File: config.mk
export PLATFORM = sky130hd
export DESIGN_NAME = bp_fet_ctrl
export DESIGN_NICKNAME = d
export VERILOG_FILES = /design/src/design/bp_pkg.sv /design/src/design/bp_fet_ctrl.sv /design/src/design/bp_ms_timer.sv /design/src/design/bp_fet_gate.sv
export VERILOG_INCLUDE_DIRS = /design/src /design/src/design
export SDC_FILE = /design/constraint.sdc
export NUM_CORES = 1
export LEC_CHECK = 0
export ABC_AREA = 1
export BUFFER_PORTS_ARGS = -buffer_cell sky130_fd_sc_hd__buf_2
export CAP_MARGIN = 10
export CELL_PAD_IN_SITES_DETAIL_PLACEMENT = 0
export CELL_PAD_IN_SITES_GLOBAL_PLACEMENT = 1
export CORE_MARGIN = 3
export CORE_UTILIZATION = 45
export CTS_BUF_LIST = sky130_fd_sc_hd__clkbuf_16
export CTS_CLUSTER_DIAMETER = 30
export CTS_CLUSTER_SIZE = 8
export DETAILED_ROUTE_END_ITERATION = 12
export PLACE_DENSITY = 0.81
export SKIP_CTS_REPAIR_TIMING = 1
export SYNTH_ARGS = -nofsm -noshare
export SYNTH_HDL_FRONTEND = slang
export SYNTH_SLANG_ARGS = --single-unit
File: constraint.sdc
create_clock -name clk_in -period 3.5 [get_ports clk_in]
set_input_delay 0.175 -clock clk_in [delete_from_list [all_inputs] [get_ports clk_in]]
set_output_delay 0.175 -clock clk_in [all_outputs]
set_load 0.02 [all_outputs]
File: src/design/bp_params.svh
// Purpose: constants for the battery protection and switch control block
// Assumes: 8-bit register port, 250 MHz clock
// Notes: offsets are byte addresses on the plain register port
`ifndef BP_PARAMS_SVH
`define BP_PARAMS_SVH

// register offsets
`define BP_OFF_LOCK 8'hF0
`define BP_OFF_FETCTL 8'hF1
`define BP_OFF_IRQ 8'hF2
`define BP_OFF_UVDL 8'hF3
`define BP_OFF_SCL 8'hF6

// reset values
`define BP_RST_IRQ 8'h00
`define BP_RST_UVDL 8'h00
`define BP_RST_SCL 8'h00
`define BP_RST_FETCTL 8'h00

// field positions
`define BP_IRQ_FLAG_LSB 4
`define BP_UV_DELAY_LSB 4
`define BP_LOCK_BIT 0
`define BP_LOCK_ARM_BIT 1
`define BP_FET_PRE_DIS 0
`define BP_FET_CHG_EN 1
`define BP_FET_DIS_EN 2
`define BP_FET_CP_STAT 3
`define BP_FET_PWM_PRE 4
`define BP_FET_PWM_CHG 5
`define BP_UVDL_MASK 8'h3F
`define BP_NIB_MASK 8'h0F
`define BP_FETCTL_MASK 8'h37

// timing
`define BP_CLK_HZ 250000000
`define BP_MS_CYCLES (`BP_CLK_HZ / 1000)
`define BP_HOLDOFF_MS 1000
`define BP_UV_BASE_MS 750
`define BP_UV_STEP_MS 250
`define BP_UV_WARN_MS 250
`define BP_LOCK_WINDOW 4

`endif

File: src/design/bp_pkg.sv
// Purpose: shared types for the battery protection block
// Assumes: nothing beyond the constants header
// Notes: lock sequencer states are one-hot
`default_nettype none
package bp_pkg;
  typedef enum logic [2:0] {
    LOCK_IDLE = 3'b001,
    LOCK_ARMED = 3'b010,
    LOCK_DONE = 3'b100
  } lock_state_t;
  typedef logic [10:0] ms_count_t;
endpackage : bp_pkg
`default_nettype wire

File: src/design/bp_fet_ctrl.sv
// Purpose: battery protection registers, flags, lock and switch control
// Assumes: register strobes one cycle, inputs synchronous to clk_in
// Notes: read data appear the cycle after the read strobe, zero if unmapped
//
// Our own choice: the strobed register port.
`include "bp_params.svh"
`default_nettype none
module bp_fet_ctrl #(
  parameter int MS_CYCLES = `BP_MS_CYCLES
) (
  // clock and reset
  input wire logic clk_in,
  input wire logic rst_in,
  // register port
  input wire logic [7:0] addr_in,
  input wire logic [7:0] wdata_in,
  input wire logic wr_in,
  input wire logic rd_in,
  output logic [7:0] rdata_out,
  // processor state
  input wire logic global_irq_en_in,
  input wire logic power_off_in,
  input wire logic timer_compare_b_pwm_in,
  // analogue protection inputs
  input wire logic charge_oc_active_in,
  input wire logic discharge_oc_active_in,
  input wire logic short_active_in,
  input wire logic monitored_supply_low_in,
  // interrupt and status
  output logic irq_out,
  output logic current_protection_out,
  output logic undervoltage_trip_out,
  output logic params_locked_out,
  // static configuration to the analogue side
  output logic [3:0] short_threshold_code_out,
  output logic [1:0] undervoltage_delay_code_out,
  output logic [3:0] undervoltage_level_code_out,
  // switch drives
  output logic charge_switch_drive_out,
  output logic discharge_switch_drive_out,
  output logic precharge_switch_drive_out
);
  import bp_pkg::*;

  // address match for one register
  function automatic logic hit(input logic [7:0] a, input logic [7:0] off);
    hit = (a == off);
  endfunction : hit

  // total delay in ms for a delay code
  function automatic ms_count_t uv_delay_ms(input logic [1:0] code);
    uv_delay_ms = 11'(`BP_UV_BASE_MS) + 11'(`BP_UV_STEP_MS) * ms_count_t'(code);
  endfunction : uv_delay_ms

  // register state
  logic [3:0] flag_reg;
  logic [3:0] irq_en_reg;
  logic [3:0] short_code_reg;
  logic [1:0] uv_delay_reg;
  logic [3:0] uv_level_reg;
  logic charge_en_reg;
  logic discharge_en_reg;
  logic precharge_dis_reg;
  logic pwm_charge_reg;
  logic pwm_precharge_reg;
  logic [7:0] rdata_reg;
  logic irq_reg;

  // protection state
  logic current_prot_reg;
  logic uv_trip_reg;
  logic uv_warn_reg;
  logic chg_oc_prev_reg;
  logic dis_oc_prev_reg;
  logic short_prev_reg;

  // lock sequencer
  lock_state_t lock_state_reg;
  lock_state_t lock_state_next;
  logic [2:0] lock_win_reg;
  logic [2:0] lock_win_next;

  // decoded strobes
  logic wr_irq;
  logic wr_uvdl;
  logic wr_scl;
  logic wr_fet;
  logic wr_lock;
  logic locked;
  assign locked = (lock_state_reg == LOCK_DONE);
  assign wr_irq = wr_in & hit(addr_in, `BP_OFF_IRQ);
  assign wr_uvdl = wr_in & hit(addr_in, `BP_OFF_UVDL) & ~locked;
  assign wr_scl = wr_in & hit(addr_in, `BP_OFF_SCL) & ~locked;
  assign wr_fet = wr_in & hit(addr_in, `BP_OFF_FETCTL);
  assign wr_lock = wr_in & hit(addr_in, `BP_OFF_LOCK);

  // activation edges of the current protections
  logic chg_oc_rise;
  logic dis_oc_rise;
  logic short_rise;
  logic any_current_rise;
  assign chg_oc_rise = charge_oc_active_in & ~chg_oc_prev_reg;
  assign dis_oc_rise = discharge_oc_active_in & ~dis_oc_prev_reg;
  assign short_rise = short_active_in & ~short_prev_reg;
  assign any_current_rise = chg_oc_rise | dis_oc_rise | short_rise;

  always_ff @(posedge clk_in or posedge rst_in) begin
    if (rst_in) begin
      chg_oc_prev_reg <= 1'b0;
      dis_oc_prev_reg <= 1'b0;
      short_prev_reg <= 1'b0;
    end else begin
      chg_oc_prev_reg <= charge_oc_active_in;
      dis_oc_prev_reg <= discharge_oc_active_in;
      short_prev_reg <= short_active_in;
    end
  end

  // hold-off timer runs while current protection is held
  ms_count_t holdoff_ms;
  bp_ms_timer #(
    .MS_CYCLES(MS_CYCLES)
  ) u_holdoff (
    .clk_in(clk_in),
    .rst_in(rst_in),
    .run_in(current_prot_reg),
    .ms_out(holdoff_ms)
  );

  // a new activation during hold-off keeps the flag set but does not restart the timer or the second
  always_ff @(posedge clk_in or posedge rst_in) begin
    if (rst_in) begin
      current_prot_reg <= 1'b0;
    end else if (any_current_rise) begin
      current_prot_reg <= 1'b1;
    end else if (holdoff_ms >= 11'(`BP_HOLDOFF_MS)) begin
      current_prot_reg <= 1'b0;
    end
  end

  // deep under-voltage timer runs while supply stays low and power-off is not set
  ms_count_t uv_ms;
  logic uv_run;
  assign uv_run = monitored_supply_low_in & ~power_off_in;
  bp_ms_timer #(
    .MS_CYCLES(MS_CYCLES)
  ) u_uvtimer (
    .clk_in(clk_in),
    .rst_in(rst_in),
    .run_in(uv_run),
    .ms_out(uv_ms)
  );

  // warning point is the selected delay less 250 ms
  logic uv_warn_now;
  assign uv_warn_now = uv_run
    & (uv_ms >= uv_delay_ms(uv_delay_reg) - 11'(`BP_UV_WARN_MS));

  always_ff @(posedge clk_in or posedge rst_in) begin
    if (rst_in) begin
      uv_warn_reg <= 1'b0;
      uv_trip_reg <= 1'b0;
    end else begin
      uv_warn_reg <= uv_warn_now;
      uv_trip_reg <= uv_run & (uv_ms >= uv_delay_ms(uv_delay_reg));
    end
  end

  // flag sources, index 3 warning down to 0 short
  logic [3:0] flag_set;
  assign flag_set = {uv_warn_now & ~uv_warn_reg,
                     chg_oc_rise,
                     dis_oc_rise,
                     short_rise};

  // write one clears, zero keeps, a same-cycle event wins over the clear
  always_ff @(posedge clk_in or posedge rst_in) begin
    if (rst_in) begin
      flag_reg <= 4'(`BP_RST_IRQ >> `BP_IRQ_FLAG_LSB);
    end else if (wr_irq) begin
      flag_reg <= (flag_reg & ~wdata_in[7:4]) | flag_set;
    end else begin
      flag_reg <= flag_reg | flag_set;
    end
  end

  // interrupt enables
  always_ff @(posedge clk_in or posedge rst_in) begin
    if (rst_in) begin
      irq_en_reg <= 4'h0;
    end else if (wr_irq) begin
      irq_en_reg <= wdata_in[3:0];
    end
  end

  // single request line, registered so it comes from a flop
  always_ff @(posedge clk_in or posedge rst_in) begin
    if (rst_in) begin
      irq_reg <= 1'b0;
    end else begin
      irq_reg <= global_irq_en_in & (|(flag_reg & irq_en_reg));
    end
  end

  // parameter registers, frozen once locked
  always_ff @(posedge clk_in or posedge rst_in) begin
    if (rst_in) begin
      uv_delay_reg <= 2'h0;
      uv_level_reg <= 4'h0;
    end else if (wr_uvdl) begin
      uv_delay_reg <= wdata_in[5:4];
      uv_level_reg <= wdata_in[3:0];
    end
  end

  always_ff @(posedge clk_in or posedge rst_in) begin
    if (rst_in) begin
      short_code_reg <= 4'h0;
    end else if (wr_scl) begin
      short_code_reg <= wdata_in[3:0];
    end
  end

  // lock sequencer: arm, then confirm within the window
  always_comb begin
    lock_state_next = lock_state_reg;
    lock_win_next = lock_win_reg;
    case (lock_state_reg)
      LOCK_IDLE: begin
        if (wr_lock && wdata_in[1:0] == 2'b11) begin
          lock_state_next = LOCK_ARMED;
          lock_win_next = 3'(`BP_LOCK_WINDOW);
        end
      end
      LOCK_ARMED: begin
        if (wr_lock && wdata_in[1:0] == 2'b01) begin
          lock_state_next = LOCK_DONE;
        end else if (wr_lock && wdata_in[1:0] == 2'b11) begin
          lock_win_next = 3'(`BP_LOCK_WINDOW);
        end else if (wr_lock || lock_win_reg == 3'h1) begin
          lock_state_next = LOCK_IDLE;
          lock_win_next = 3'h0;
        end else begin
          lock_win_next = lock_win_reg - 3'h1;
        end
      end
      LOCK_DONE: begin
        lock_state_next = LOCK_DONE;
      end
      default: begin
        lock_state_next = LOCK_IDLE;
        lock_win_next = 3'h0;
      end
    endcase
  end

  always_ff @(posedge clk_in or posedge rst_in) begin
    if (rst_in) begin
      lock_state_reg <= LOCK_IDLE;
      lock_win_reg <= 3'h0;
    end else begin
      lock_state_reg <= lock_state_next;
      lock_win_reg <= lock_win_next;
    end
  end

  // software switch controls; a current-protection activation and power-off clear them
  always_ff @(posedge clk_in or posedge rst_in) begin
    if (rst_in) begin
      charge_en_reg <= 1'b0;
      discharge_en_reg <= 1'b0;
      precharge_dis_reg <= 1'b0;
    end else if (power_off_in) begin
      charge_en_reg <= 1'b0;
      discharge_en_reg <= 1'b0;
      precharge_dis_reg <= 1'b0;
    end else if (any_current_rise) begin
      charge_en_reg <= 1'b0;
      discharge_en_reg <= 1'b0;
      precharge_dis_reg <= 1'b0;
    end else if (wr_fet) begin
      // during hold-off software may turn enables off but never on
      charge_en_reg <= wdata_in[`BP_FET_CHG_EN] & ~current_prot_reg;
      discharge_en_reg <= wdata_in[`BP_FET_DIS_EN] & ~current_prot_reg;
      precharge_dis_reg <= wdata_in[`BP_FET_PRE_DIS];
    end
  end

  // pwm routing selects
  always_ff @(posedge clk_in or posedge rst_in) begin
    if (rst_in) begin
      pwm_charge_reg <= 1'b0;
      pwm_precharge_reg <= 1'b0;
    end else if (wr_fet) begin
      pwm_charge_reg <= wdata_in[`BP_FET_PWM_CHG];
      pwm_precharge_reg <= wdata_in[`BP_FET_PWM_PRE];
    end
  end

  // drive gating, registered inside the gate
  bp_fet_gate u_gate (
    .clk_in(clk_in),
    .rst_in(rst_in),
    .power_off_in(power_off_in),
    .current_prot_in(current_prot_reg),
    .uv_trip_in(uv_trip_reg),
    .charge_en_in(charge_en_reg),
    .discharge_en_in(discharge_en_reg),
    .precharge_dis_in(precharge_dis_reg),
    .pwm_charge_sel_in(pwm_charge_reg),
    .pwm_precharge_sel_in(pwm_precharge_reg),
    .pwm_in(timer_compare_b_pwm_in),
    .charge_drive_out(charge_switch_drive_out),
    .discharge_drive_out(discharge_switch_drive_out),
    .precharge_drive_out(precharge_switch_drive_out)
  );

  // read mux; unused high bits and unmapped addresses give zero
  logic [7:0] rd_mux;
  always_comb begin
    rd_mux = 8'h00;
    case (addr_in)
      `BP_OFF_IRQ: rd_mux = {flag_reg, irq_en_reg};
      `BP_OFF_UVDL: rd_mux = {2'b00, uv_delay_reg, uv_level_reg};
      `BP_OFF_SCL: rd_mux = {4'h0, short_code_reg};
      `BP_OFF_LOCK: rd_mux = {6'h00, lock_state_reg == LOCK_ARMED, locked};
      `BP_OFF_FETCTL: rd_mux = {2'b00, pwm_charge_reg, pwm_precharge_reg,
                                current_prot_reg, discharge_en_reg,
                                charge_en_reg, precharge_dis_reg};
      default: rd_mux = 8'h00;
    endcase
  end

  always_ff @(posedge clk_in or posedge rst_in) begin
    if (rst_in) begin
      rdata_reg <= 8'h00;
    end else if (rd_in) begin
      rdata_reg <= rd_mux;
    end else begin
      rdata_reg <= 8'h00;
    end
  end

  // outputs straight from flops, except the lock status decoded from the lock state flops
  assign rdata_out = rdata_reg;
  assign irq_out = irq_reg;
  assign current_protection_out = current_prot_reg;
  assign undervoltage_trip_out = uv_trip_reg;
  assign params_locked_out = locked;
  assign short_threshold_code_out = short_code_reg;
  assign undervoltage_delay_code_out = uv_delay_reg;
  assign undervoltage_level_code_out = uv_level_reg;
endmodule : bp_fet_ctrl
`default_nettype wire

File: src/design/bp_ms_timer.sv
// Purpose: millisecond elapsed-time counter that runs while enabled
// Assumes: MS_CYCLES clock cycles per millisecond
// Notes: clears at once when run drops; count saturates
`default_nettype none
module bp_ms_timer #(
  parameter int MS_CYCLES = 250000
) (
  // clock and reset
  input wire logic clk_in,
  input wire logic rst_in,
  // control and count
  input wire logic run_in,
  output bp_pkg::ms_count_t ms_out
);
  import bp_pkg::*;
  localparam int PW = $clog2(MS_CYCLES + 1);
  logic [PW-1:0] pre_reg;
  ms_count_t ms_reg;

  // prescaler and saturating millisecond count
  always_ff @(posedge clk_in or posedge rst_in) begin
    if (rst_in) begin
      pre_reg <= '0;
      ms_reg <= '0;
    end else if (!run_in) begin
      pre_reg <= '0;
      ms_reg <= '0;
    end else if (pre_reg == PW'(MS_CYCLES - 1)) begin
      pre_reg <= '0;
      if (ms_reg != '1) begin
        ms_reg <= ms_reg + 11'h001;
      end
    end else begin
      pre_reg <= pre_reg + PW'(1);
    end
  end

  assign ms_out = ms_reg;
endmodule : bp_ms_timer
`default_nettype wire

File: src/design/bp_fet_gate.sv
// Purpose: registered gating of the three switch drives
// Assumes: all inputs synchronous to clk_in
// Notes: power-off overrides all drives; current protection overrides charge, discharge and pwm; under-voltage trip only discharge
`default_nettype none
module bp_fet_gate (
  // clock and reset
  input wire logic clk_in,
  input wire logic rst_in,
  // protection state
  input wire logic power_off_in,
  input wire logic current_prot_in,
  input wire logic uv_trip_in,
  // software controls
  input wire logic charge_en_in,
  input wire logic discharge_en_in,
  input wire logic precharge_dis_in,
  input wire logic pwm_charge_sel_in,
  input wire logic pwm_precharge_sel_in,
  input wire logic pwm_in,
  // drives
  output logic charge_drive_out,
  output logic discharge_drive_out,
  output logic precharge_drive_out
);
  logic pwm_ok;
  assign pwm_ok = pwm_in & ~current_prot_in;

  // protection terms are ANDed last so no control can override them
  always_ff @(posedge clk_in or posedge rst_in) begin
    if (rst_in) begin
      charge_drive_out <= 1'b0;
      discharge_drive_out <= 1'b0;
      precharge_drive_out <= 1'b0;
    end else begin
      charge_drive_out <= ~power_off_in & ~current_prot_in
        & (pwm_charge_sel_in ? pwm_ok : charge_en_in);
      discharge_drive_out <= ~power_off_in & ~current_prot_in & ~uv_trip_in
        & discharge_en_in;
      precharge_drive_out <= ~power_off_in
        & (pwm_precharge_sel_in ? pwm_ok : ~precharge_dis_in);
    end
  end
endmodule : bp_fet_gate
`default_nettype wire

After elaboration in Yosys (flattened, before gate mapping)
Index checks and enable logic that the tools add are counted.
{"block": "classes", "n_addsub": 7, "eq_ne": 23, "order_cmp": 3, "n_bitwise": 39, "mux": 36, "reduce_logical": 10, "mul": 1}
{"op": "18-bit 2-to-1 mux", "count": 4}
{"op": "11-bit 2-to-1 mux", "count": 6}
{"op": "8-bit equality test (second input constant)", "count": 5}
{"op": "8-bit case mux with 5 select lines", "count": 1}
{"op": "18-bit by 1-bit adder with 18-bit output (second input constant)", "count": 2}
{"op": "18-bit equality test (second input constant)", "count": 2}
{"op": "3-bit 2-to-1 mux", "count": 8}
{"op": "1-bit bitwise AND", "count": 23}
{"op": "11-bit by 1-bit adder with 11-bit output (second input constant)", "count": 2}
{"op": "11-bit >= comparator", "count": 2}
{"op": "11-bit inequality test (second input constant)", "count": 2}
{"op": "3-bit case mux with 3 select lines", "count": 2}
{"op": "1-bit 2-to-1 mux", "count": 13}
{"op": "10-bit by 10-bit adder with 11-bit output (first input constant)", "count": 1}
{"op": "11-bit by 10-bit >= comparator with 1-bit output (second input constant)", "count": 1}
{"op": "11-bit by 8-bit subtractor with 11-bit output (second input constant)", "count": 1}
{"op": "7-bit by 2-bit multiplier with 9-bit output (first input constant)", "count": 1}
{"op": "1-bit NOT", "count": 9}
{"op": "4-bit bitwise AND", "count": 2}
{"op": "8-bit 2-to-1 mux", "count": 1}
{"op": "2-bit inequality test (second input constant)", "count": 4}
{"op": "4-bit bitwise OR", "count": 2}
{"op": "3-bit by 1-bit equality test with 1-bit output (second input constant)", "count": 2}
{"op": "3-bit inequality test (second input constant)", "count": 2}
{"op": "16 further kinds", "count": 21}
{"block": "word_totals", "word_cells": 146, "ff_bits": 105, "out_inout_bits": 25, "in_bits": 27}

Logic depth before layout (Yosys ltp)
{"block": "logic_depth", "word_depth": 8, "ltp_mapped": 13}

Modules after synthesis
A second synthesis with hierarchy kept.
{"block": "hier_totals", "hier_cells": 845, "area_unflattened_um2": 6371.1}
{"module": "bp_ms_timer", "area_each_um2": 1740.4, "cells_per_inst": 239, "instances": 2, "seq_area_each_um2": 725.7}
{"module": "bp_fet_ctrl", "area_each_um2": 2746.4, "cells_per_inst": 347, "instances": 1, "seq_area_each_um2": 1102.3}
{"module": "bp_fet_gate", "area_each_um2": 143.9, "cells_per_inst": 20, "instances": 1, "seq_area_each_um2": 75.1}

Least setup slack after synthesis
OpenSTA, ideal clock, no wires.
{"block": "synth_timing", "path_type": "reg-to-reg", "from": "register uv_delay_reg[0] (netlist: undervoltage_delay_code_out[0])", "to": "register uv_warn_reg", "t_required_ns": 3.381, "arrival_ns": 2.216, "setup_slack_ns": 1.165, "path_stages_with_launch": 11, "setup_time_ns": 0.119, "path_buffers": 0, "period_less_slack_ns": 2.335, "cell_sequence": "dfrtp_1 inv_1 ha_1 a21oi_1 xor2_1 ha_1 a21oi_1 o21ai_0 nand2_1 nand4_1 and2_1"}
{"block": "synth_via", "elab_chain_len": 5}
{"element": "from (decl)", "line": "bp_fet_ctrl.sv:59", "rtl": "logic [1:0] uv_delay_reg;"}
{"element": "from (signal assigned)", "line": "bp_fet_ctrl.sv:211", "rtl": "uv_delay_reg <= wdata_in[5:4];"}
{"element": "7-bit by 2-bit multiplier with 9-bit output", "line": "bp_fet_ctrl.sv:52", "rtl": "uv_delay_ms = 11'(`BP_UV_BASE_MS) + 11'(`BP_UV_STEP_MS) * ms_count_t'(code);"}
{"element": "10-bit by 10-bit adder with 11-bit output", "line": "bp_fet_ctrl.sv:52"}
{"element": "11-bit by 8-bit subtractor with 11-bit output", "line": "bp_fet_ctrl.sv:157", "rtl": "& (uv_ms >= uv_delay_ms(uv_delay_reg) - 11'(`BP_UV_WARN_MS));"}
{"element": "11-bit >= comparator", "line": "bp_fet_ctrl.sv:157"}
{"element": "1-bit bitwise AND", "line": "bp_fet_ctrl.sv:156", "rtl": "assign uv_warn_now = uv_run"}
{"element": "via uv_warn_now", "line": "bp_fet_ctrl.sv:155", "rtl": "logic uv_warn_now;"}
{"element": "to (signal assigned)", "line": "bp_fet_ctrl.sv:164", "rtl": "uv_warn_reg <= uv_warn_now;"}
{"element": "to (decl)", "line": "bp_fet_ctrl.sv:72", "rtl": "logic uv_warn_reg;"}
The timed path passes the listed nets, and every way through them passes these cells.
A chain may end at the register's enable or synchronous reset.

Worst setup path in the final report
Ends and elaborated chain as after synthesis.

==> impl_metrics.py <==
metrics = {
    "cts": {
        "cts_buffers": 9,
        "cts_tree": "yes",
        "cts.clk_slew.worst_paths_ns": 0.07,
        "cts_root_buf": "clkbuf_16",
        "insertion_delay_ns": 0.36,
        "cts_sinks": 105,
        "clk_path_buf_depth": 2,
        "htreeDepth": 3,
    },
    "final_layout": {
        "multi_input_area_sq_um": 3170,
        "nFillCells": 1306,
        "n_antenna_cell": 0,
        "area_growth_pct": 12.0,
        "final_common_cell": "nand2_1",
        "layout_common_cells": "nand2_1 (178), dfrtp_1 (104), inv_1 (98)",
        "fin_nets": 912,
        "regArea_sq_um": 2630,
        "drive_above_1_share": 0.139,
    },
    "logic_synthesis": {
        "synth.avg_cell_area_sq_um": 7.91,
        "synth_top_area_cell": "dfrtp_1",
        "synth_top_area_frac": 0.414,
        "synth_seq_area_share": 0.419,
        "syn_area_sq_um": 6280,
        "syn_inst": 794,
        "syn_nets": 856,
        "yosys_warnings": 0,
        "ys_types": 48,
        "ys_ff_latch": 105,
        "ys_top_cells_by_area": "dfrtp_1 (41%), nand2_1 (11%), ha_1 (7.0%)",
    },
    "timing": {
        "rsz0062_at_grt": "false",
        "min_period_ns": 2.43,
        "slew_violations": 0,
        "setup_tns_ns": 0,
        "setup_viol": 0,
        "fin_hold_ws_ns": 0.0689,
        "fmax_mhz": 412,
        "max_slew_margin": 0.587,
        "worstMarginPinSlew_ns": 0.616,
        "layout_worst_path_cycle_share": 0.694,
        "hold_viol_final": 0,
        "finClkSkew_ns": 0.00606,
    },
    "critical_path": {
        "rr_endpoint": "uv_warn_reg",
        "worstSetupPathType": "flip-flop to flip-flop",
        "start_kind": "flip-flop",
        "r2r_cells": 10,
        "cp.arrival_ns": 2.68,
        "slowest_delay_ns": 0.51,
        "crit_fanout": 9,
        "cp_data_required_time_ns": 3.75,
        "r2r_start": "undervoltage_delay_code_out[0]",
        "critPathSlowestCell": "dfrtp_1",
        "path_cells": "inv_1 -> ha_1 -> a21oi_1 -> xor2_1 -> ha_1 -> a21oi_1 -> o21ai_0 -> nand2_1 -> nand4_1 -> and2_1",
        "critPathCaptureType": "flip-flop",
        "startpoint": "undervoltage_delay_code_out[0]",
        "reg2reg_slack_ns": 1.07,
        "crit_path_end": "uv_warn_reg",
    },
    "floorplanning": {
        "die_h_um": 124,
        "initial_core_util": 0.467,
        "placementRows": 42,
        "core_sq_um": 13500,
        "io_pins": 52,
        "die_x_um": 124,
        "dieArea_sq_um": 15400,
    },
    "hold_path": {
        "hold_class": "primary input to flip-flop",
    },
    "global_route": {
        "grt_pass1_wl_mm": 24.4,
        "gr-total-overflow": 0,
        "grtUsageTotal": 0.202,
        "antenna_found_initial": 0,
        "grt_pass1_vias": 5222,
        "grt_max_degree": 106,
    },
    "routing": {
        "dr.pass1.iters": 5,
        "drcViolationCount": 0,
        "vias": 5242,
        "wl_per_cell_um": 13.8,
        "drt_iter0_markers": 302,
        "viasPerCell": 5.08,
        "wirelength_mm": 14.2,
        "ant_nets": 0,
    },
    "power": {
        "power_density_nw_per_um2": 372,
        "p_leak_nw": 3.49,
        "peakVddDrop_v": 0.000244,
    },
    "outcome": {
        "status": "finished, final reports clean",
    },
    "placed_design": {
        "portBuffers": 51,
        "place_congestion": 0.896,
        "hpwl_mm": 10.5,
    },
    "flow_run": {
        "drv_cap": 0,
    },
}
-- metal layers --
layer	track usage	wire (um)
met1	0.257	6670
met2	0.337	6730
met3	0.0490	492
met4	0.0664	288
met5	0	0
-- critical path: cells and delay by family (launching register included) --
family,cells,cell delay [ns]
AOI/OAI and AO/OA,3,0.42
xor gates and xnor gates,1,0.17
adders and majority gates,2,0.68
buffers and inverters,1,0.23
DFF,1,0.51
and+or+nand+nor,3,0.30
-- kinds of logic after synthesis --
| group | count (synthesis) | share of synthesized area |
|---|---|---|
| simple gates | 432 | 0.326 |
| buf+inv | 118 | 0.0765 |
| flops | 105 | 0.419 |
| compound gates | 77 | 0.0713 |
| fa+ha+maj | 35 | 0.0697 |
| xor+xnor | 27 | 0.0377 |
-- Yosys cell counts (all sizes together) --
cell type and n:
nand2 188, nor2 105, dfrtp 104, inv 104, nand3 65, o21ai 46, ha 35, nor3 30
nand4 27, xor2 21, a21oi 20, buf 9, nor3b 8, xnor2 6, and2 3, clkinv 3
nor4 3, a211oi 2, a21o 2, and3 2, clkbuf 2, a31oi 1, a32oi 1, a41oi 1
dfstp 1, nand3b 1, o211ai 1, o21a 1, o21bai 1, o31ai 1
-- worst min path at each step --
stage	slack [ns]	end	from	cells past startpoint
global placement	0.30	dis_oc_prev_reg	discharge_oc_active_in	1
global route	0.06	irq_out	global_irq_en_in	3
CTS	-0.08	dis_oc_prev_reg	discharge_oc_active_in	1
detailed placement	0.30	dis_oc_prev_reg	discharge_oc_active_in	1
finish	0.07	u_gate.precharge_drive_out	power_off_in	2
floorplan	0.21	chg_oc_prev_reg	charge_oc_active_in	0
-- cell type report --
cell class,count,area share
Multi-Input combinational cell,571,0.451
Sequential cell,105,0.374
Inverter,107,0.0578
Timing Repair Buffer,56,0.0448
Clock buffer,9,0.0320
Tap cell,176,0.0313
Clock inverter,7,0.00925
-- where the power goes --
part	leakage [nW]	internal (mW)	total [mW]	switching [mW]
logic	1.94	0.108	0.309	0.202
clock network	0.142	0.550	1.02	0.471
registers	1.41	1.26	1.29	0.0315
-- metrics by stage --
stage               cell area (sq um)  total power, mW   util  setup slack [ns]  instances
floorplan                        6280             1.53      -             0.566        794
global placement                 6700             1.61  0.498              1.17       1011
detailed placement               6700             1.62  0.498              1.09       1011
CTS                              6990             2.66  0.520              1.07       1027
global route                     7030             2.76  0.523             0.823       1031
finish                           7030             2.62  0.523              1.07       1031
No activity file was read; power rests on OpenSTA's default activity.
